`src/include/dlcp_defs.vh`:
```
// constants for the display link command packet framer
`ifndef DLCP_DEFS_VH
`define DLCP_DEFS_VH
// data types
`define DLCP_DT_SWR0    6'h05
`define DLCP_DT_SWR1    6'h15
`define DLCP_DT_RDREQ   6'h06
`define DLCP_DT_LWR     6'h39
`define DLCP_DT_MAXRET  6'h37
`define DLCP_DT_NULL    6'h09
`define DLCP_DT_BLANK   6'h19
`define DLCP_DT_GLWR    6'h29
`define DLCP_DT_PIX20   6'h0c
`define DLCP_DT_PIX24   6'h1c
// field position and pixel word count step
`define DLCP_PARAM_BIT  4
`define DLCP_PIX_MULT   16'h0006
// reset values
`define DLCP_MAXRET_RST 16'h0001
// parser states
`define DLCP_S_IDLE     3'h0
`define DLCP_S_H1       3'h1
`define DLCP_S_H2       3'h2
`define DLCP_S_ECC      3'h3
`define DLCP_S_PAY      3'h4
`define DLCP_S_CK0      3'h5
`define DLCP_S_CK1      3'h6
// last request kind
`define DLCP_LK_NONE    2'h0
`define DLCP_LK_WRITE   2'h1
`define DLCP_LK_READ    2'h2
// response kinds
`define DLCP_RK_ACK     2'h0
`define DLCP_RK_READ    2'h1
`define DLCP_RK_RDREP   2'h2
`define DLCP_RK_REPORT  2'h3
// error status bits
`define DLCP_E_ECCFAIL  0
`define DLCP_E_ECCCORR  1
`define DLCP_E_CKSUM    2
`define DLCP_E_WCOUNT   3
`define DLCP_E_PAD      4
`define DLCP_E_DTYPE    5
`define DLCP_E_W        6
`endif

```
`src/hdl/dlcp_framer.v`:
```
// receive-side packet framer of the serial display link
`include "dlcp_defs.vh"

module dlcp_framer (
    // clock and reset
    input  wire        clk,
    input  wire        rst,
    // byte stream from the lane receiver
    input  wire        rx_valid,
    input  wire        rx_start,
    input  wire [7:0]  rx_byte,
    input  wire        hdr_ecc_corr,
    input  wire        hdr_ecc_fail,
    input  wire        cksum_fail,
    // link control
    input  wire        link_bidir,
    input  wire        bta_req,
    input  wire        resp_done,
    input  wire        err_clear,
    // command output
    output reg         cmd_valid,
    output reg  [5:0]  cmd_type,
    output reg  [1:0]  cmd_vc,
    output reg  [7:0]  cmd_byte,
    output reg  [7:0]  cmd_param,
    output reg         rd_req,
    // long payload output
    output reg         pay_valid,
    output reg  [7:0]  pay_byte,
    output reg         pay_last,
    // pixel component output
    output reg         pix_valid,
    output reg  [11:0] pix_comp,
    output reg         pix_loose,
    // status and response
    output reg  [15:0] max_return_size,
    output reg         blank_done,
    output reg         resp_valid,
    output reg  [1:0]  resp_kind,
    output reg         bta_return,
    output reg  [5:0]  err_status
);

    // ==========================================
    // helpers
    // ==========================================
    function is_long;
        input [5:0] dt;
        begin
            is_long = (dt == `DLCP_DT_LWR) || (dt == `DLCP_DT_NULL) ||
                      (dt == `DLCP_DT_BLANK) || (dt == `DLCP_DT_GLWR) ||
                      (dt == `DLCP_DT_PIX20) || (dt == `DLCP_DT_PIX24);
        end
    endfunction

    function is_pix;
        input [5:0] dt;
        begin
            is_pix = (dt == `DLCP_DT_PIX20) || (dt == `DLCP_DT_PIX24);
        end
    endfunction

    // ==========================================
    // parser state
    // ==========================================
    reg [2:0]  st;
    reg [7:0]  di;
    reg [7:0]  hb1;
    reg [7:0]  hb2;
    reg [15:0] left;
    reg        first;
    reg [1:0]  phase;
    reg [7:0]  lo;
    reg [3:0]  hi4;
    reg [1:0]  last_kind;
    reg        tx_err;
    reg        tx_corr;
    reg        rsp_busy;
    reg [5:0]  err_set;

    wire [5:0]  dt     = di[5:0];
    wire [15:0] wc     = {hb2, hb1};
    wire        in_ecc = rx_valid && (st == `DLCP_S_ECC);
    wire        lastb  = (left == 16'h0001);
    wire [11:0] fld1   = {rx_byte[3:0], lo};
    wire [11:0] fld2   = {rx_byte, hi4};
    wire [11:0] fld    = (phase == 2'h1) ? fld1 : fld2;
    wire        pemit  = (phase != 2'h0);

    // ==========================================
    // byte framing
    // ==========================================
    always @(posedge clk or posedge rst) begin
        if (rst) begin
            st        <= `DLCP_S_IDLE;
            di        <= 8'h00;
            hb1       <= 8'h00;
            hb2       <= 8'h00;
            left      <= 16'h0000;
            first     <= 1'b0;
            phase     <= 2'h0;
            lo        <= 8'h00;
            hi4       <= 4'h0;
        end else if (rx_valid && rx_start) begin
            di <= rx_byte;
            st <= `DLCP_S_H1;
        end else if (rx_valid) begin
            case (st)
                `DLCP_S_H1: begin
                    hb1 <= rx_byte;
                    st  <= `DLCP_S_H2;
                end
                `DLCP_S_H2: begin
                    hb2 <= rx_byte;
                    st  <= `DLCP_S_ECC;
                end
                `DLCP_S_ECC: begin
                    left  <= wc;
                    first <= 1'b1;
                    phase <= 2'h0;
                    if (!is_long(dt) || hdr_ecc_fail)
                        st <= `DLCP_S_IDLE;
                    else if (wc == 16'h0000)
                        st <= `DLCP_S_CK0;
                    else
                        st <= `DLCP_S_PAY;
                end
                `DLCP_S_PAY: begin
                    left  <= left - 16'h0001;
                    first <= 1'b0;
                    // components arrive lsb first
                    case (phase)
                        2'h0: begin
                            lo    <= rx_byte;
                            phase <= 2'h1;
                        end
                        2'h1: begin
                            hi4   <= rx_byte[7:4];
                            phase <= 2'h2;
                        end
                        default: phase <= 2'h0;
                    endcase
                    if (lastb)
                        st <= `DLCP_S_CK0;
                end
                `DLCP_S_CK0: st <= `DLCP_S_CK1;
                `DLCP_S_CK1: st <= `DLCP_S_IDLE;
                default:     st <= `DLCP_S_IDLE;
            endcase
        end
    end

    // ==========================================
    // packet actions
    // ==========================================
    always @(posedge clk or posedge rst) begin
        if (rst) begin
            cmd_valid       <= 1'b0;
            cmd_type        <= 6'h00;
            cmd_vc          <= 2'h0;
            cmd_byte        <= 8'h00;
            cmd_param       <= 8'h00;
            rd_req          <= 1'b0;
            pay_valid       <= 1'b0;
            pay_byte        <= 8'h00;
            pay_last        <= 1'b0;
            pix_valid       <= 1'b0;
            pix_comp        <= 12'h000;
            pix_loose       <= 1'b0;
            max_return_size <= `DLCP_MAXRET_RST;
            blank_done      <= 1'b0;
            err_set         <= 6'h00;
        end else begin
            cmd_valid  <= 1'b0;
            rd_req     <= 1'b0;
            pay_valid  <= 1'b0;
            pay_last   <= 1'b0;
            pix_valid  <= 1'b0;
            blank_done <= 1'b0;
            err_set    <= 6'h00;
            if (in_ecc) begin
                err_set[`DLCP_E_ECCFAIL] <= hdr_ecc_fail;
                err_set[`DLCP_E_ECCCORR] <= hdr_ecc_corr;
                cmd_type <= dt;
                cmd_vc   <= di[7:6];
            end
            if (in_ecc && !hdr_ecc_fail) begin
                case (dt)
                    `DLCP_DT_SWR0, `DLCP_DT_SWR1: begin
                        cmd_valid <= 1'b1;
                        cmd_byte  <= hb1;
                        // only a flagged parameter is taken
                        cmd_param <= dt[`DLCP_PARAM_BIT] ? hb2 : 8'h00;
                    end
                    `DLCP_DT_RDREQ: begin
                        rd_req    <= 1'b1;
                        cmd_byte  <= hb1;
                        cmd_param <= 8'h00;
                    end
                    `DLCP_DT_MAXRET: begin
                        // lsb first; dropped on one-way link
                        if (link_bidir)
                            max_return_size <= wc;
                    end
                    default: begin
                        if (!is_long(dt))
                            err_set[`DLCP_E_DTYPE] <= 1'b1;
                        // pixel word count must be 6..65532 step 6
                        if (is_pix(dt) && (wc == 16'h0000 || (wc % `DLCP_PIX_MULT) != 16'h0000))
                            err_set[`DLCP_E_WCOUNT] <= 1'b1;
                    end
                endcase
            end
            if (rx_valid && !rx_start && st == `DLCP_S_PAY) begin
                case (dt)
                    `DLCP_DT_LWR: begin
                        // first byte is the command, rest is payload
                        if (first) begin
                            cmd_valid <= 1'b1;
                            cmd_byte  <= rx_byte;
                            cmd_param <= 8'h00;
                        end else begin
                            pay_valid <= 1'b1;
                            pay_byte  <= rx_byte;
                            pay_last  <= lastb;
                        end
                    end
                    `DLCP_DT_GLWR: begin
                        pay_valid <= 1'b1;
                        pay_byte  <= rx_byte;
                        pay_last  <= lastb;
                    end
                    `DLCP_DT_PIX20, `DLCP_DT_PIX24: begin
                        // 12-bit fields from three bytes
                        if (pemit) begin
                            pix_valid <= 1'b1;
                            pix_loose <= (dt == `DLCP_DT_PIX20);
                            if (dt == `DLCP_DT_PIX20) begin
                                pix_comp <= {2'b00, fld[11:2]};
                                if (fld[1:0] != 2'b00)
                                    err_set[`DLCP_E_PAD] <= 1'b1;
                            end else begin
                                pix_comp <= fld;
                            end
                        end
                    end
                    default: ; // null and blanking payload dropped
                endcase
            end
            if (rx_valid && !rx_start && st == `DLCP_S_CK1) begin
                err_set[`DLCP_E_CKSUM] <= cksum_fail;
                blank_done <= (dt == `DLCP_DT_BLANK);
            end
        end
    end

    // ==========================================
    // turnaround response
    // ==========================================
    wire cur_err = err_set[`DLCP_E_ECCFAIL] | err_set[`DLCP_E_CKSUM] |
                   err_set[`DLCP_E_WCOUNT] | err_set[`DLCP_E_PAD] |
                   err_set[`DLCP_E_DTYPE];

    always @(posedge clk or posedge rst) begin
        if (rst) begin
            last_kind  <= `DLCP_LK_NONE;
            tx_err     <= 1'b0;
            tx_corr    <= 1'b0;
            rsp_busy   <= 1'b0;
            resp_valid <= 1'b0;
            resp_kind  <= `DLCP_RK_ACK;
            bta_return <= 1'b0;
        end else begin
            resp_valid <= 1'b0;
            bta_return <= 1'b0;
            if (cmd_valid && (cmd_type == `DLCP_DT_SWR0 || cmd_type == `DLCP_DT_SWR1))
                last_kind <= `DLCP_LK_WRITE;
            if (rd_req)
                last_kind <= `DLCP_LK_READ;
            if (cur_err)
                tx_err <= 1'b1;
            if (err_set[`DLCP_E_ECCCORR])
                tx_corr <= 1'b1;
            if (bta_req && !rsp_busy) begin
                // one-way link: turnaround not answered, pending kind and errors still cleared
                // a dropped header still earns an error report
                if (link_bidir && (last_kind != `DLCP_LK_NONE || tx_err)) begin
                    resp_valid <= 1'b1;
                    rsp_busy   <= 1'b1;
                    if (last_kind != `DLCP_LK_READ)
                        resp_kind <= (tx_err || tx_corr) ? `DLCP_RK_REPORT : `DLCP_RK_ACK;
                    else if (tx_err)
                        resp_kind <= `DLCP_RK_REPORT;
                    else if (tx_corr)
                        resp_kind <= `DLCP_RK_RDREP;
                    else
                        resp_kind <= `DLCP_RK_READ;
                end
                last_kind <= `DLCP_LK_NONE;
                tx_err    <= 1'b0;
                tx_corr   <= 1'b0;
            end
            if (rsp_busy && resp_done) begin
                rsp_busy   <= 1'b0;
                bta_return <= 1'b1;
            end
        end
    end

    // ==========================================
    // sticky error status, set wins over clear
    // ==========================================
    always @(posedge clk or posedge rst) begin
        if (rst)
            err_status <= 6'h00;
        else
            err_status <= (err_status & {6{~err_clear}}) | err_set;
    end

endmodule

```
`config.mk`:
```
export PLATFORM = sky130hd
export DESIGN_NAME = dlcp_framer
export DESIGN_NICKNAME = d
export VERILOG_FILES = /design/src/hdl/dlcp_framer.v
export VERILOG_INCLUDE_DIRS = /design/src /design/src/include
export SDC_FILE = /design/constraint.sdc
export NUM_CORES = 1
export LEC_CHECK = 0
export ABC_AREA = 1
export BUFFER_PORTS_ARGS = -buffer_cell sky130_fd_sc_hd__buf_4
export CORE_UTILIZATION = 25
export CTS_CLUSTER_SIZE = 25
export DETAILED_ROUTE_END_ITERATION = 10
export PLACE_DENSITY_LB_ADDON = 0.3
export SETUP_SLACK_MARGIN = 0.5
export SLEW_MARGIN = 40
export SYNTH_ARGS = -nofsm -noshare
export SYNTH_HDL_FRONTEND = slang
export SYNTH_SLANG_ARGS = --single-unit
```
`constraint.sdc`:
```
create_clock -name clk -period 4.69 [get_ports clk]
set_clock_uncertainty 0.05 [all_clocks]
set_input_delay 0.2345 -clock clk [delete_from_list [all_inputs] [get_ports clk]]
set_output_delay 0.2345 -clock clk [all_outputs]
set_load 0.03 [all_outputs]
```
Word-level counts from Yosys, hierarchy flattened --
Cells that the tools add are included.
Word-level totals: flip-flop bits (word level) 146, latch bits 0, memory bits (writable) 0, memory bits (read-only) 0, input port bits 19, output and inout port bits 77, logic and storage cells 192, memories kept 0
Cells by class: add/sub/neg operators 1, multipliers 0, div/mod/pow operators 1, magnitude comparators 0, eq/ne operators 23, shift operators 0, multiplexer cells 72, bitwise gates (word level) 8, reductions and logical operators 55
Operator list (count):
- $mux 8 | 11
- $mux 1 | 38
- $pmux 16 s2 | 1
- $pmux 8 s2 | 2
- $eq 6x5->1 const B | 4
- $mux 12 | 2
- $reduce_bool 2->1 | 10
- $eq 6x3->1 const B | 3
- $eq 6x6->1 const B | 3
- $reduce_and 3->1 | 6
- $eq 16x1->1 const B | 1
- $logic_not 16->1 | 1
- $mod 16x3->16 const B | 1
- $mux 2 | 8
- $reduce_bool 16->1 | 1
- $sub 16x1->16 const B | 1
- $pmux 3 s5 | 1
- $eq 6x4->1 const B | 2
- $mux 3 | 4
- $logic_and 1x1->1 | 11
- $logic_or 1x1->1 | 11
- $eq 3x3->1 const B | 3
- $pmux 2 s2 | 2
- $reduce_and 4->1 | 2
- 17 further kinds | 31

Depth between registers and ports, before layout --
word-level depth 12, mapped depth 43, depth with buffers taken out 43

Worst setup path after synthesis --
OpenSTA, ideal clock, no wires.
path kind register to register, start reg hb2[6], end reg err_set[3], library setup time 122 ps, arrival 3317 ps, data required time 4518 ps, slack 1201 ps, cell stages (with the launch flop) 43, path buffers 0, clock period less this slack 3489 ps, cell sequence dfrtp_1 inv_2 nand2_1 nand2_1 nand3_1 nand2_1 nand2_1 nand2_1 nand3_2 nand2_2 nand2_2 nand2_2 nand2_1 nand2_2 nand3_2 nand2_1 nand2_1 nand3_2 (+7 left out) nand2_1 nand3_2 nand2_1 nand2_1 nand2_1 o21ai_1 nand2_1 inv_1 o21ai_1 nand2_1 inv_1 ha_1 nor2_1 nand2_1 nor2_1 nand2_1 nand2_1 a21oi_2
On the way: longest elaborated chain between the ends 7, elaborated cells on any way between the ends 8, classes of those cells div (1); mux (3); reduce/logical (4)
RTL lines:
- from (decl) | RTL line dlcp_framer.v:69 | reg [7:0] hb2;
- from (signal assigned) | RTL line dlcp_framer.v:114 | hb2 <= rx_byte;
- $mod 16x3->16 (no source line)
- $reduce_bool 16->1 | RTL line dlcp_framer.v:209 | if (is_pix(dt) && (wc == 16'h0000 || (wc % `DLCP_PIX_MULT) != 16'h0000))
- $logic_or 1x1->1 (*) | RTL line dlcp_framer.v:209
- $logic_and 1x1->1 (*) | RTL line dlcp_framer.v:209
- $mux 1 (*) | RTL line dlcp_framer.v:209
- $mux 1 (*) | RTL line dlcp_framer.v:188 | case (dt)
- $mux 1 (*) | RTL line dlcp_framer.v:187 | if (in_ecc && !hdr_ecc_fail) begin
- to (signal, indexed assignment) | RTL line dlcp_framer.v:182 | err_set[`DLCP_E_ECCFAIL] <= hdr_ecc_fail;
- to (signal, indexed assignment) | RTL line dlcp_framer.v:183 | err_set[`DLCP_E_ECCCORR] <= hdr_ecc_corr;
- to (signal, indexed assignment) | RTL line dlcp_framer.v:251 | err_set[`DLCP_E_CKSUM] <= cksum_fail;
- to (decl) | RTL line dlcp_framer.v:79 | reg [5:0] err_set;
Mark *: on every way between the ends. The rest lies on a longest branch, timed or not. A chain may end at the register's enable or synchronous reset.

Worst setup path after layout --
Same ends and word-level chain as after synthesis.

==> metrics <==
CTS tree=yes; R2R cell count=between 40 and 50; CTS buffer count=17; FP Rows=60; residual DRC count=0; total I/O pin count=96; Critical Path Sink=err_set[3]$_DFF_PP0_; Yosys reg bits=roughly 150; warnings from Yosys=0; final hold slack=approximately 0.025 ns; Slowest-stage cell, CP=dfrtp_2; latest clock arrival within the worst-skew pair=0.43 ns; via count=between 5000 and 6000; Ant. Diodes=0; Cell Pwr Density=537 nW/um^2; library cells used by synthesis=33; critical path capture point type=flop; reg2reg start=hb2[6]$_DFFE_PP0P_; pin count of the biggest net entering global routing=147; Post-Syn Instances=about 850; RSZ-0062 raised after global routing=yes; Static Leak=roughly 4.2 nW; wire length per cell=14.5 um; nets=between 900 and 1000; slew margin rel.=about half; fin. max-slew vios=0; First-pass DRT Iterations=5; clock sinks=146; ratio of final minimum period to clock period=about 85%; required time worst endpoint=4.96 ns; post-DR vias/cell=around 4.5; DP HPWL=roughly 13000 um; worst vdd ir=roughly 0.21 mV; total die area=between 20000 and 30000 um^2; share of cells above drive strength 1=a little under a fifth; peak per-stage delay on the critical path=about 0.43 ns; Mapped Area=~6900 um^2; Initial Util=around a quarter; core region area=between 20000 and 30000 um^2; number of max-cap violations=0; Yosys top cell by area=dfrtp_1; Reg2Reg Setup Slack=just over 0.7 ns; Synthesized Nets=872; RePlAce Congestion=0.807; Congestion Overflow GR=0; Root Driver=clkbuf_16; initial DRC count=380; highest clock rate=roughly 250 MHz; first-pass GRT wire length=31000 um; PortBufs=95; Most Frequent Cell on Critical Path=nand2_1; vias in the first global route=around 5700; critical path class=reg -> reg; GR Util All Layers=~14%; run status=finished, final reports clean; die height=~170 um; Seq/Total Area, Yosys=a little over half; chip width=roughly 170 um; Routed Antenna Nets=0; synthesized area per cell=8.08 um^2; Worst-Margin Slew=~0.77 ns; initial antenna violation count=0; top cells by area, synth=dfrtp_1, nand2_1, o21ai_0; crit path launch type=flop; Hold Crit Class=in -> reg; setup TNS=0 ns; drt total wl=between 15000 and 20000 um; Critical Path Fanout Max=3; Critical Path Start=hb2[6]$_DFFE_PP0P_; final setup violation count=0; Worst-path clk slew=0.07 ns; R2R Path End=err_set[3]$_DFF_PP0_; CTS H-Tree Depth=4; Final Hold Violating Endpoints=0; Yosys top cell area share=52.9%; Area growth, synth to finish=27.4%; Clock Path Buffers=2; Tmin final=approximately 4 ns; CP arrival=~4.3 ns
==> where the power goes <==
part / internal [W] / switching (W) / leakage (nW)
Sequential: 0.00147 / 0.000214 / 1.91
Clock: 0.000792 / 0.000571 / 0.277
Combinational: 0.000572 / 0.00108 / 2.06
Total: 0.00283 / 0.00186 / 4.24
==> kinds of logic after synthesis <==
| family | share of synthesized area (%) |
|---|---|
| xor+xnor | 0.128 |
| flops | 53.3 |
| simple gates | 22.9 |
| buf+inv | 7.70 |
| compound gates | 15.3 |
| fa+ha+maj | 0.730 |
==> per-stage QoR <==
stage	instances	power (W)	worst slack [ns]	util (%)	cell area, um^2
after floorplan	849	0.00282	1.20	-	6860
after global placement	1269	0.00320	0.962	29.7	7990
after detailed placement	1269	0.00325	0.743	29.7	8000
after CTS	1304	0.00464	0.729	32.0	8630
after global routing	1308	0.00505	0.307	32.4	8740
final	1308	0.00470	0.704	32.4	8740
==> cell type report <==
cell class,instances,area (um^2)
fill,2820,18200
clock inverter,13,154
tap,341,427
multi-input combinational,566,2750
inverter,113,444
sequential,146,3660
clock buffer,18,429
timing repair buffer,111,878
==> what timing repair did <==
item,4_1_cts,5_1_grt
resized for setup,0,21
setup buffers,0,2
hold buffers,4,1
endpoints found under the hold margin,10,70
endpoints found under the setup margin,0,1
==> Yosys cell counts <==
master	count
clkinv_1	1
buf_1	1
dfrtp_1	145
inv_2	4
nor2_1	64
o21a_1	10
dfstp_2	1
nand2_1	224
o21bai_1	2
nand4_1	10
o21ai_1	15
a31oi_1	1
clkbuf_1	23
nor4_1	9
a21oi_1	23
o21ai_2	2
a21oi_2	1
o211ai_1	9
a211oi_1	1
nand3_1	36
bufinv_8	1
ha_1	4
a32o_1	1
nand3_2	8
o22ai_1	12
nand2_2	6
o41ai_1	1
xor2_1	1
o221ai_1	1
a21o_1	1
o21ai_0	110
nor3_1	14
inv_1	107
==> state kept, by name (all words and copies together), names as in the netlist, 2 cells and up <==
register         cells
left                16
max_return_size     16
pix_comp            12
cmd_byte             8
cmd_param            8
di                   8
hb1                  8
hb2                  8
lo                   8
pay_byte             8
cmd_type             6
err_set              6
err_status           6
hi4                  4
st                   3
cmd_vc               2
last_kind            2
phase                2
resp_kind            2
==> worst min-delay path by stage <==
stage | startpoint | end | slack (ns) | cells past startpoint
after floorplan | err_clear | err_status[4]$_DFF_PP0_ | 0.28 | 1
after global placement | resp_done | rsp_busy$_DFFE_PP0P_ | 0.38 | 2
after detailed placement | resp_done | rsp_busy$_DFFE_PP0P_ | 0.39 | 2
after CTS | link_bidir | resp_valid$_DFF_PP0_ | 0.02 | 3
after global routing | hdr_ecc_fail | err_set[0]$_DFF_PP0_ | 0.05 | 3
final | link_bidir | resp_valid$_DFF_PP0_ | 0.02 | 3
==> cells in the final DEF, fill, tap and decap left out, types with 12 or more instances in the layout <==
| cell | Yosys | routed |
|---|---|---|
| nor2_1 | 64 | 61 |
| o21ai_0 | 110 | 110 |
| nor3_1 | 14 | 12 |
| o22ai_1 | 12 | 12 |
| buf_4 | 0 | 104 |
| o21ai_1 | 15 | 13 |
| a21oi_1 | 23 | 22 |
| nand3_1 | 36 | 32 |
| nand2_1 | 224 | 217 |
| inv_1 | 107 | 104 |
| nand2_2 | 6 | 13 |
| clkbuf_16 | 0 | 17 |
| nand3_2 | 8 | 12 |
| dfrtp_1 | 145 | 142 |
==> worst max-delay path, delay by kind of cell (launching register included) <==
kind                       cells  cell delay [ns]
and+or+nand+nor               33             2.59
buffers and inverters          4             0.35
adders and majority gates      1             0.21
AOI/OAI and AO/OA              3             0.27
DFF                            1             0.43
==> per-layer routing <==
| layer | up-vias | share of wire [%] | track usage, % |
|---|---|---|---|
| met2 | 103 | 45 | 22.0 |
| met1 | 2813 | 50 | 19.4 |
| met4 | 0 | 1.6 | 4.51 |
| met3 | 22 | 3.7 | 3.24 |
| met5 | - | 0 | 0 |
| li1 | 3002 | - | - |
No activity file was read; power rests on OpenSTA's default activity.
